==> src/hw/pbc_consts.svh <==
// Offsets, field positions, reset values and frame counts of the control block.
// Included by the control top, the station model and the bench; definitions only.
`ifndef PBC_CONSTS_SVH
`define PBC_CONSTS_SVH

`define PBC_REG_CTRL     5'h00
`define PBC_REG_STAT     5'h01
`define PBC_B_ISOLATE    10
`define PBC_B_RESTART    9
`define PBC_B_DUPLEX     8
`define PBC_B_COLTEST    7
`define PBC_UP_AN_EN     1
`define PBC_RST_ISOLATE  1'b1
`define PBC_RST_RESTART  1'b0
`define PBC_RST_DUPLEX   1'b1
`define PBC_RST_COLTEST  1'b0
`define PBC_RSVD_READ    7'h00
`define PBC_STAT_VALUE   16'h7840
`define PBC_OP_RD        2'h2
`define PBC_OP_WR        2'h1
`define PBC_START_PAT    3'h5
`define PBC_HDR_LAST     5'h0b
`define PBC_BODY_LAST    5'h11
`define PBC_TA_DRIVE     5'h01
`define PBC_PHY_ADDRESS_STRAPS_ZERO   5'h00
`define PBC_STRAP_LOAD   2'h2
`define PBC_STRAP_DONE   2'h3

`endif

==> src/hw/pbc_pkg.sv <==
// Types shared by the control block modules.
// Assumes pbc_consts.svh is on the include path.
package pbc_pkg;

  typedef enum logic [2:0] {
    ST_HUNT,
    ST_HDR,
    ST_RD,
    ST_WR,
    ST_SKIP
  } pbc_mgmt_state_t;

  typedef struct packed {
    logic [3:0] txd;
    logic       tx_en;
    logic       tx_er;
  } pbc_mii_tx_t;

  typedef struct packed {
    logic [3:0] rxd;
    logic       rx_dv;
    logic       rx_er;
    logic       col;
    logic       crs;
  } pbc_mii_rx_t;

endpackage : pbc_pkg

==> src/hw/pbc_sync.sv <==
// Two-stage synchroniser for pins entering the ref_clk domain.
// Assumes each bit is an independent level; no word coherence.
`timescale 1ns/10ps
`default_nettype none

module pbc_sync #(
  parameter int W = 1
) (
  input  wire logic         ref_clk,
  input  wire logic         rst_b,
  input  wire logic [W-1:0] async_in,
  output logic      [W-1:0] sync_out
);

  logic [W-1:0] meta_q;
  logic [W-1:0] meta_d;
  logic [W-1:0] sync_q;
  logic [W-1:0] sync_d;

  // First stage is read only by the second
  always_comb begin
    meta_d = async_in;
    sync_d = meta_q;
  end

  always_ff @(posedge ref_clk or negedge rst_b) begin
    if (!rst_b) begin
      meta_q <= '0;
      sync_q <= '0;
    end else begin
      meta_q <= meta_d;
      sync_q <= sync_d;
    end
  end

  assign sync_out = sync_q;

endmodule : pbc_sync

`default_nettype wire

==> src/hw/pbc_mii_gate.sv <==
// MII side gating: isolate float and collision test loopback.
// Assumes MAC transmit signals are already in the ref_clk domain.
`timescale 1ns/10ps
`default_nettype none

module pbc_mii_gate
  import pbc_pkg::*;
(
  input  wire logic        ref_clk,
  input  wire logic        rst_b,
  input  wire logic        isolate,
  input  wire logic        coltest,
  input  wire pbc_mii_tx_t mac_tx,
  input  wire pbc_mii_rx_t core_rx,
  input  wire logic        tx_clk_src,
  input  wire logic        rx_clk_src,
  output pbc_mii_tx_t      core_tx,
  output pbc_mii_rx_t      mii_rx_o,
  output logic             mii_rx_oe,
  output logic             mii_tx_clk,
  output logic             mii_tx_clk_oe,
  output logic             mii_rx_clk,
  output logic             mii_rx_clk_oe
);

  pbc_mii_rx_t rx_q;
  pbc_mii_rx_t rx_d;
  pbc_mii_tx_t tx_q;
  pbc_mii_tx_t tx_d;

  always_comb begin
    rx_d = core_rx;
    // Test mode: collision mirrors transmit enable
    if (coltest) begin
      rx_d.col = mac_tx.tx_en;
    end
    tx_d = mac_tx;
    // Isolated: transmit inputs ignored, outputs parked low
    if (isolate) begin
      rx_d = '0;
      tx_d = '0;
    end
  end

  always_ff @(posedge ref_clk or negedge rst_b) begin
    if (!rst_b) begin
      rx_q <= '0;
      tx_q <= '0;
    end else begin
      rx_q <= rx_d;
      tx_q <= tx_d;
    end
  end

  assign core_tx       = tx_q;
  assign mii_rx_o      = rx_q;
  assign mii_rx_oe     = !isolate;
  // Clocks pass through ungated; only the enable floats them
  assign mii_tx_clk    = tx_clk_src;
  assign mii_rx_clk    = rx_clk_src;
  assign mii_tx_clk_oe = !isolate;
  assign mii_rx_clk_oe = !isolate;

endmodule : pbc_mii_gate

`default_nettype wire

==> src/hw/pbc_ctrl_top.sv <==
// Basic mode control low field group with serial management slave.
// Assumes the upper field group and negotiation engine share ref_clk;
// management clock, data and straps arrive asynchronously on pins.
`timescale 1ns/10ps
`default_nettype none
`include "pbc_consts.svh"

module pbc_ctrl_top
  import pbc_pkg::*;
(
  input  wire logic        ref_clk,
  input  wire logic        rst_b,
  input  wire logic        mdc,
  input  wire logic        mdio_i,
  output logic             mdio_o,
  output logic             mdio_oe,
  input  wire logic [4:0]  phy_address_straps,
  input  wire logic [4:0]  upper_ctrl,
  output logic             ctrl_wr_pulse,
  output logic [15:0]      ctrl_wr_data,
  input  wire logic        an_started,
  input  wire logic        an_duplex_full,
  output logic             an_restart_req,
  output logic             duplex_full_eff,
  output logic             coltest_en,
  output logic             isolate_en,
  input  wire logic        clk25_enable,
  input  wire logic        ref_clock_out_25_src,
  output logic             ref_clock_out_25,
  output logic             ref_clock_out_25_oe,
  input  wire pbc_mii_tx_t mac_tx,
  output pbc_mii_tx_t      core_tx,
  input  wire pbc_mii_rx_t core_rx,
  output pbc_mii_rx_t      mii_rx_o,
  output logic             mii_rx_oe,
  input  wire logic        tx_clk_src,
  input  wire logic        rx_clk_src,
  output logic             mii_tx_clk,
  output logic             mii_tx_clk_oe,
  output logic             mii_rx_clk,
  output logic             mii_rx_clk_oe,
  output logic             line_tx_10m_idle,
  output logic             tx_100m_unshielded_pair_oe,
  output logic             tx_100m_shielded_pair_oe,
  input  wire logic        rx_100m_pair_act,
  input  wire logic        line_rx_10m_act,
  output logic             core_rx_100m_act,
  output logic             core_rx_10m_act,
  output logic             link_enable
);

  logic [3:0]      pins_s;
  logic [4:0]      straps_s;
  logic            mdc_s;
  logic            din;
  logic            rise;
  logic            fall;
  logic            an_en;
  logic            wr_ctrl;
  logic [15:0]     wdata;
  logic [15:0]     ctrl_rd;
  logic [11:0]     hdr;

  pbc_mgmt_state_t state_q;
  pbc_mgmt_state_t state_d;
  logic [4:0]      bit_cnt_q;
  logic [4:0]      bit_cnt_d;
  logic [17:0]     sr_q;
  logic [17:0]     sr_d;
  logic [2:0]      hunt_q;
  logic [2:0]      hunt_d;
  logic [15:0]     rd_q;
  logic [15:0]     rd_d;
  logic [4:0]      ra_q;
  logic [4:0]      ra_d;
  logic            mdc_prev_q;
  logic            mdc_prev_d;
  logic            mdio_o_q;
  logic            mdio_o_d;
  logic            mdio_oe_q;
  logic            mdio_oe_d;

  logic [1:0]      str_cnt_q;
  logic [1:0]      str_cnt_d;
  logic [4:0]      addr_q;
  logic [4:0]      addr_d;
  logic            isolate_q;
  logic            isolate_d;
  logic            restart_q;
  logic            restart_d;
  logic            duplex_q;
  logic            duplex_d;
  logic            coltest_q;
  logic            coltest_d;
  logic            wr_pulse_q;
  logic            wr_pulse_d;
  logic [15:0]     wr_data_q;
  logic [15:0]     wr_data_d;
  logic            dup_eff_q;
  logic            dup_eff_d;

  pbc_sync #(.W(4)) u_sync_pins (
    .ref_clk  (ref_clk),
    .rst_b    (rst_b),
    .async_in ({mdc, mdio_i, rx_100m_pair_act, line_rx_10m_act}),
    .sync_out (pins_s)
  );

  pbc_sync #(.W(5)) u_sync_straps (
    .ref_clk  (ref_clk),
    .rst_b    (rst_b),
    .async_in (phy_address_straps),
    .sync_out (straps_s)
  );

  function automatic logic [15:0] pbc_rd_word(input logic [4:0]  ra,
                                               input logic [15:0] ctrl);
    if (ra == `PBC_REG_CTRL) begin
      return ctrl;
    end else if (ra == `PBC_REG_STAT) begin
      return `PBC_STAT_VALUE;
    end
    return 16'h0000;
  endfunction : pbc_rd_word

  assign mdc_s = pins_s[3];
  assign din   = pins_s[2];
  assign rise  = mdc_s && !mdc_prev_q;
  assign fall  = !mdc_s && mdc_prev_q;
  assign an_en = upper_ctrl[`PBC_UP_AN_EN];
  assign hdr   = {sr_q[10:0], din};
  assign wdata = {sr_q[14:0], din};
  // Reserved bits read as zero; writes to them are dropped
  assign ctrl_rd = {upper_ctrl, isolate_q, restart_q, duplex_q, coltest_q, `PBC_RSVD_READ};
  assign wr_ctrl = rise && (state_q == ST_WR) && (bit_cnt_q == `PBC_BODY_LAST) && (ra_q == `PBC_REG_CTRL);

  // Management frame engine; never gated by isolate
  always_comb begin
    state_d    = state_q;
    bit_cnt_d  = bit_cnt_q;
    sr_d       = sr_q;
    hunt_d     = hunt_q;
    rd_d       = rd_q;
    ra_d       = ra_q;
    mdc_prev_d = mdc_s;
    mdio_o_d   = mdio_o_q;
    mdio_oe_d  = mdio_oe_q;
    if (rise) begin
      unique case (state_q)
        ST_HUNT: begin
          // Idle one then start bits; preamble may be suppressed
          hunt_d = {hunt_q[1:0], din};
          if ({hunt_q[1:0], din} == `PBC_START_PAT) begin
            state_d   = ST_HDR;
            bit_cnt_d = 5'h00;
          end
        end
        ST_HDR: begin
          sr_d      = {sr_q[16:0], din};
          bit_cnt_d = bit_cnt_q + 5'h01;
          if (bit_cnt_q == `PBC_HDR_LAST) begin
            bit_cnt_d = 5'h00;
            ra_d      = hdr[4:0];
            state_d   = ST_SKIP;
            if (hdr[9:5] == addr_q && hdr[11:10] == `PBC_OP_RD) begin
              state_d = ST_RD;
              rd_d    = pbc_rd_word(hdr[4:0], ctrl_rd);
            end else if (hdr[9:5] == addr_q && hdr[11:10] == `PBC_OP_WR) begin
              state_d = ST_WR;
            end
          end
        end
        ST_RD, ST_WR, ST_SKIP: begin
          sr_d      = {sr_q[16:0], din};
          bit_cnt_d = bit_cnt_q + 5'h01;
          if (bit_cnt_q == `PBC_BODY_LAST) begin
            state_d = ST_HUNT;
            hunt_d  = 3'h0;
          end
        end
      endcase
    end
    if (fall) begin
      // Slave changes data on falling edges; master samples on rising
      if (state_q == ST_RD && bit_cnt_q >= `PBC_TA_DRIVE) begin
        mdio_oe_d = 1'b1;
        if (bit_cnt_q == `PBC_TA_DRIVE) begin
          mdio_o_d = 1'b0;
        end else begin
          mdio_o_d = rd_q[15];
          rd_d     = {rd_q[14:0], 1'b0};
        end
      end else begin
        mdio_oe_d = 1'b0;
        mdio_o_d  = 1'b0;
      end
    end
  end

  always_ff @(posedge ref_clk or negedge rst_b) begin
    if (!rst_b) begin
      state_q    <= ST_HUNT;
      bit_cnt_q  <= 5'h00;
      sr_q       <= 18'h00000;
      hunt_q     <= 3'h0;
      rd_q       <= 16'h0000;
      ra_q       <= 5'h00;
      mdc_prev_q <= 1'b0;
      mdio_o_q   <= 1'b0;
      mdio_oe_q  <= 1'b0;
    end else begin
      state_q    <= state_d;
      bit_cnt_q  <= bit_cnt_d;
      sr_q       <= sr_d;
      hunt_q     <= hunt_d;
      rd_q       <= rd_d;
      ra_q       <= ra_d;
      mdc_prev_q <= mdc_prev_d;
      mdio_o_q   <= mdio_o_d;
      mdio_oe_q  <= mdio_oe_d;
    end
  end

  // Control field group
  always_comb begin
    str_cnt_d  = str_cnt_q;
    addr_d     = addr_q;
    isolate_d  = isolate_q;
    restart_d  = restart_q;
    duplex_d   = duplex_q;
    coltest_d  = coltest_q;
    wr_pulse_d = wr_ctrl;
    wr_data_d  = wr_ctrl ? wdata : wr_data_q;
    // Duplex bit only matters without negotiation
    dup_eff_d  = an_en ? an_duplex_full : duplex_q;
    if (str_cnt_q != `PBC_STRAP_DONE) begin
      str_cnt_d = str_cnt_q + 2'h1;
    end
    // Straps caught once they clear the synchroniser
    if (str_cnt_q == `PBC_STRAP_LOAD) begin
      addr_d    = straps_s;
      isolate_d = (straps_s == `PBC_PHY_ADDRESS_STRAPS_ZERO);
    end
    // Self-clear once the engine reports the start
    if (an_started) begin
      restart_d = 1'b0;
    end
    if (!an_en) begin
      restart_d = 1'b0;
    end
    if (wr_ctrl) begin
      isolate_d = wdata[`PBC_B_ISOLATE];
      duplex_d  = wdata[`PBC_B_DUPLEX];
      coltest_d = wdata[`PBC_B_COLTEST];
      // Written zero never clears a pending start new request wins over the clear
      if (wdata[`PBC_B_RESTART] && an_en) begin
        restart_d = 1'b1;
      end
    end
  end

  always_ff @(posedge ref_clk or negedge rst_b) begin
    if (!rst_b) begin
      str_cnt_q  <= 2'h0;
      addr_q     <= `PBC_PHY_ADDRESS_STRAPS_ZERO;
      isolate_q  <= `PBC_RST_ISOLATE;
      restart_q  <= `PBC_RST_RESTART;
      duplex_q   <= `PBC_RST_DUPLEX;
      coltest_q  <= `PBC_RST_COLTEST;
      wr_pulse_q <= 1'b0;
      wr_data_q  <= 16'h0000;
      dup_eff_q  <= `PBC_RST_DUPLEX;
    end else begin
      str_cnt_q  <= str_cnt_d;
      addr_q     <= addr_d;
      isolate_q  <= isolate_d;
      restart_q  <= restart_d;
      duplex_q   <= duplex_d;
      coltest_q  <= coltest_d;
      wr_pulse_q <= wr_pulse_d;
      wr_data_q  <= wr_data_d;
      dup_eff_q  <= dup_eff_d;
    end
  end

  pbc_mii_gate u_gate (
    .ref_clk       (ref_clk),
    .rst_b         (rst_b),
    .isolate       (isolate_q),
    .coltest       (coltest_q),
    .mac_tx        (mac_tx),
    .core_rx       (core_rx),
    .tx_clk_src    (tx_clk_src),
    .rx_clk_src    (rx_clk_src),
    .core_tx       (core_tx),
    .mii_rx_o      (mii_rx_o),
    .mii_rx_oe     (mii_rx_oe),
    .mii_tx_clk    (mii_tx_clk),
    .mii_tx_clk_oe (mii_tx_clk_oe),
    .mii_rx_clk    (mii_rx_clk),
    .mii_rx_clk_oe (mii_rx_clk_oe)
  );

  assign mdio_o          = mdio_o_q;
  assign mdio_oe         = mdio_oe_q;
  assign ctrl_wr_pulse   = wr_pulse_q;
  assign ctrl_wr_data    = wr_data_q;
  assign an_restart_req  = restart_q;
  assign duplex_full_eff = dup_eff_q;
  assign coltest_en      = coltest_q;
  assign isolate_en      = isolate_q;
  // Reference clock ignores isolate by design
  assign ref_clock_out_25    = ref_clock_out_25_src;
  assign ref_clock_out_25_oe = clk25_enable;
  // Line side held quiet while isolated
  assign line_tx_10m_idle           = isolate_q;
  assign tx_100m_unshielded_pair_oe = !isolate_q;
  assign tx_100m_shielded_pair_oe   = !isolate_q;
  assign core_rx_100m_act           = pins_s[1] && !isolate_q;
  assign core_rx_10m_act            = pins_s[0] && !isolate_q;
  assign link_enable                = !isolate_q;
endmodule : pbc_ctrl_top

`default_nettype wire

==> config.mk <==
export PLATFORM = sky130hd
export DESIGN_NAME = pbc_ctrl_top
export DESIGN_NICKNAME = d
export VERILOG_FILES = /design/src/hw/pbc_pkg.sv /design/src/hw/pbc_sync.sv /design/src/hw/pbc_mii_gate.sv /design/src/hw/pbc_ctrl_top.sv
export VERILOG_INCLUDE_DIRS = /design/src /design/src/hw
export SDC_FILE = /design/constraint.sdc
export NUM_CORES = 1
export LEC_CHECK = 0
export BUFFER_PORTS_ARGS = -buffer_cell sky130_fd_sc_hd__buf_2
export CAP_MARGIN = 20
export CORE_ASPECT_RATIO = 0.6
export CORE_MARGIN = 2
export CORE_UTILIZATION = 59
export CTS_CLUSTER_DIAMETER = 80
export DETAILED_ROUTE_END_ITERATION = 8
export GPL_TIMING_DRIVEN = 0
export HOLD_SLACK_MARGIN = 0.08
export PLACE_DENSITY = 0.84
export SLEW_MARGIN = 20
export SYNTH_ARGS = -nofsm -noshare
export SYNTH_HDL_FRONTEND = slang
export SYNTH_HIERARCHICAL = 1
export SYNTH_SLANG_ARGS = --single-unit
==> constraint.sdc <==
create_clock -name ref_clk -period 3 [get_ports ref_clk]
set_input_delay 0.15 -clock ref_clk [delete_from_list [all_inputs] [get_ports ref_clk]]
set_output_delay 0.15 -clock ref_clk [all_outputs]
set_load 0.005 [all_outputs]
==> results.cfg <==
[setup_path]
ff2ff_setup_slack_ns = 0.40
critical_path_required_ns = 3.28
worstReg2RegStart = bit_cnt_q[1]
r2r_cells = 7
worstSetupEndpointType = register
crit_type = reg2reg
path_max_fanout = 7
timing.rr.end = an_restart_req
start_kind = register
cp.arrival_ns = 2.88

[placement]
port_buffers = 81
gp_congestion = 0.889
place_area_um2 = 5260
hpwlAfterDp_um = 7100

[yosys]
synth_top_flop_cell = dfrtp_1
synth_edf_count = 0
synth_cell_types = 54
syn_inst = 410
synth_fp_nets = 450
yosysSeqAreaShare_pct = 58.3
yosys_warnings = 6
synthArstFlopShare_pct = 100
synth_seq_cells = 109
synth.avg_cell_area_um2 = 11.4
synth_area_leaders = dfrtp_1, mux2_2, nand2_1, o21ai_0, a31oi_1
syn-cell-area_um2 = 4680
synth_top_area_share_pct = 56.6
synth_area_leader_cell = dfrtp_1

[sta]
hold_viol_final = 0
setup_violations = 0
fin_skew_ns = 0.00575
drv_slew = 0
fin_setup_tns_ns = 0
max_slew_margin_pct = 40.0
max_freq_mhz = 385
tightest_slew_ns = 0.893
rsz0062_at_grt = false
period_minus_slack_ns = 2.60
period_share_pct = 86.7

[cells_and_area]
fin_nets = 571
n_antenna_cell = 0
layout-drive-gt1-share_pct = 31.5
area_growth_syn_to_layout_pct = 24.2
postLayoutCellArea_um2 = 5820
fillers = 494

[clocking]
htreeDepth = 3
cts.repair.resized = 0
insertion_delay_ns = 0.34
numCtsBuffers = 9
cts_root_buf = clkbuf_16
cts_tree = built
clk_pin_slew_ns = 0.07
cts_sinks = 109
cts_max_path_buffers = 2

[routing]
drt_iter0_drc = 436
drtAntennaViolNets = 0
drc_errors = 0
vias = 3640
wl_per_cell_um = 16.3
wl_um = 10500
viasPerCell = 5.65
dr.pass1.iters = 5

[global_route]
use_met3_pct = 6.17
gr-usage-met2_pct = 41.4
antenna_found_initial = 0
grt_max_degree = 86
grt_pass1_wl_um = 17700
grt.busiest_layer = met2
grt_overflow = 0
global_route.usage.met1_pct = 37.0
grt_pass1_vias = 3580
track_usage_pct = 26.4

[power_and_ir_drop]
seq_power_share_pct = 51.8
powerDensity_nw_per_um2 = 582
vdd.ir_drop.worst_uv = 385
clkPwrFrac_pct = 32.4
p_leak_nw = 2.74
p_int_w = 0.00245
swShare_pct = 27.7
pwr-share-comb_pct = 15.8
power_switching_w = 0.000937

[floorplan]
coreArea_um2 = 7790
initial_core_util_pct = 60.1
io_pins = 86
die-area_um2 = 8690
fp.dieW_um = 119
die-height_um = 73.0
fp-row-count = 25

[worst_hold_path]
holdCritPathClass = in2async

[job]
cap_violations = 0

[outcome]
status = finished clean
Yosys cell counts (all sizes together), types with 2 or more instances:
cell type	count
a211o	2
a211oi	2
a21oi	8
a22o	4
a31oi	13
and2b	5
and3b	2
and4	2
and4bb	2
buf	22
clkbuf	7
dfrtp	106
dfstp	3
ha	4
inv	16
mux2	25
nand2	58
nand2b	5
nand3	15
nand4	9
nand4bb	3
nor2	4
nor2b	12
nor3	13
nor3b	6
nor4	7
o21ai	21
o31ai	9
or3	2
or4	5
xnor2	6
xor2	2
placed cells by master, fill, tap and decap left out, types with 13 or more instances in the layout:
cell,instances
nor3_1,13
buf_2,90
dlygate4sd3_1,28
o21ai_0,19
mux2_2,25
nand3_1,14
inv_1,16
nand2_1,58
a31oi_1,13
dfrtp_1,106
power groups by stage:
stage | clock network, W | logic, W | registers, W
floorplan | 0 | 0.000347 | 0.00173
global placement | 0 | 0.000465 | 0.00176
detailed placement | 0 | 0.000494 | 0.00178
CTS | 0.00111 | 0.000526 | 0.00175
global route | 0.00118 | 0.000589 | 0.00177
finish | 0.00110 | 0.000535 | 0.00175
how the worst max path moves through the flow:
stage / from / to / slack (ns) / cells past startpoint
floorplan: bit_cnt_q[1] / ctrl_wr_data[7] / 1.13 / 8
global placement: rst_b / mdio_o / 0.64 / 1
detailed placement: bit_cnt_q[1] / rd_q[5] / 0.81 / 6
CTS: bit_cnt_q[1] / an_restart_req / 0.43 / 7
global route: bit_cnt_q[1] / an_restart_req / 0.23 / 7
finish: bit_cnt_q[1] / an_restart_req / 0.40 / 7
logic make-up after synthesis:
group	Yosys count	synth area share, %
fa+ha+maj	4	1.07
compound gates	65	8.95
xor+xnor	8	1.50
flops	109	58.3
mux	26	6.22
simple gates	153	19.0
buf+inv	45	4.99
sequential cells by signal (all words and copies together), names as in the netlist, 2 cells and up:
register,flops
addr_q,5
bit_cnt_q,5
ctrl_wr_data,16
hunt_q,2
ra_q,5
rd_q,16
sr_q,15
state_q,3
str_cnt_q,2
u_gate/core_tx,6
u_gate/mii_rx_o,8
u_sync_pins/meta_q,4
u_sync_pins/sync_out,4
u_sync_straps/meta_q,5
u_sync_straps/sync_out,5
worst max-delay path, stage by stage, from the launching register on:
cell,delay (ns)
dfrtp_1,0.42
inv_1,0.08
ha_1,0.28
nand4bb_4,0.20
nor4_2,0.65
nand2_1,0.20
a21oi_1,0.17
dlygate4sd3_1,0.55
stage by stage:
stage | instances | setup slack (ns) | hold WS (ns) | total power (W) | utilization [%]
after floorplan | 410 | 1.13 | -0.146 | 0.00208 | -
after global placement | 599 | 0.643 | 0.258 | 0.00222 | 67.1
after detailed placement | 600 | 0.807 | 0.0194 | 0.00227 | 67.5
after CTS | 644 | 0.435 | 0.220 | 0.00339 | 74.7
after global routing | 644 | 0.227 | 0.242 | 0.00354 | 74.7
final | 644 | 0.400 | 0.239 | 0.00339 | 74.7
per-layer routing:
layer | vias up | share of wire [%]
met4 | 0 | 1.3
met1 | 1763 | 46
met5 | - | 0
met2 | 179 | 45
met3 | 20 | 7.4
li1 | 1678 | -
final cells by class:
| cell class | instances | area, um2 | share of cell area (%) |
|---|---|---|---|
| timing repair buffer | 110 | 719 | 12.4 |
| sequential | 109 | 2730 | 47.0 |
| buffer | 29 | 174 | 2.99 |
| clock buffer | 11 | 243 | 4.17 |
| clock inverter | 5 | 35.0 | 0.602 |
| inverter | 16 | 60.1 | 1.03 |
| tap | 108 | 135 | 2.32 |
| multi-input combinational | 256 | 1720 | 29.6 |
timing repair:
item | 4_1_cts | 5_1_grt
hold buffers | 28 | 0
endpoints found under the hold margin | 131 | 0
buffers inserted | 0 | 0
(Power assumes the default switching activity.)
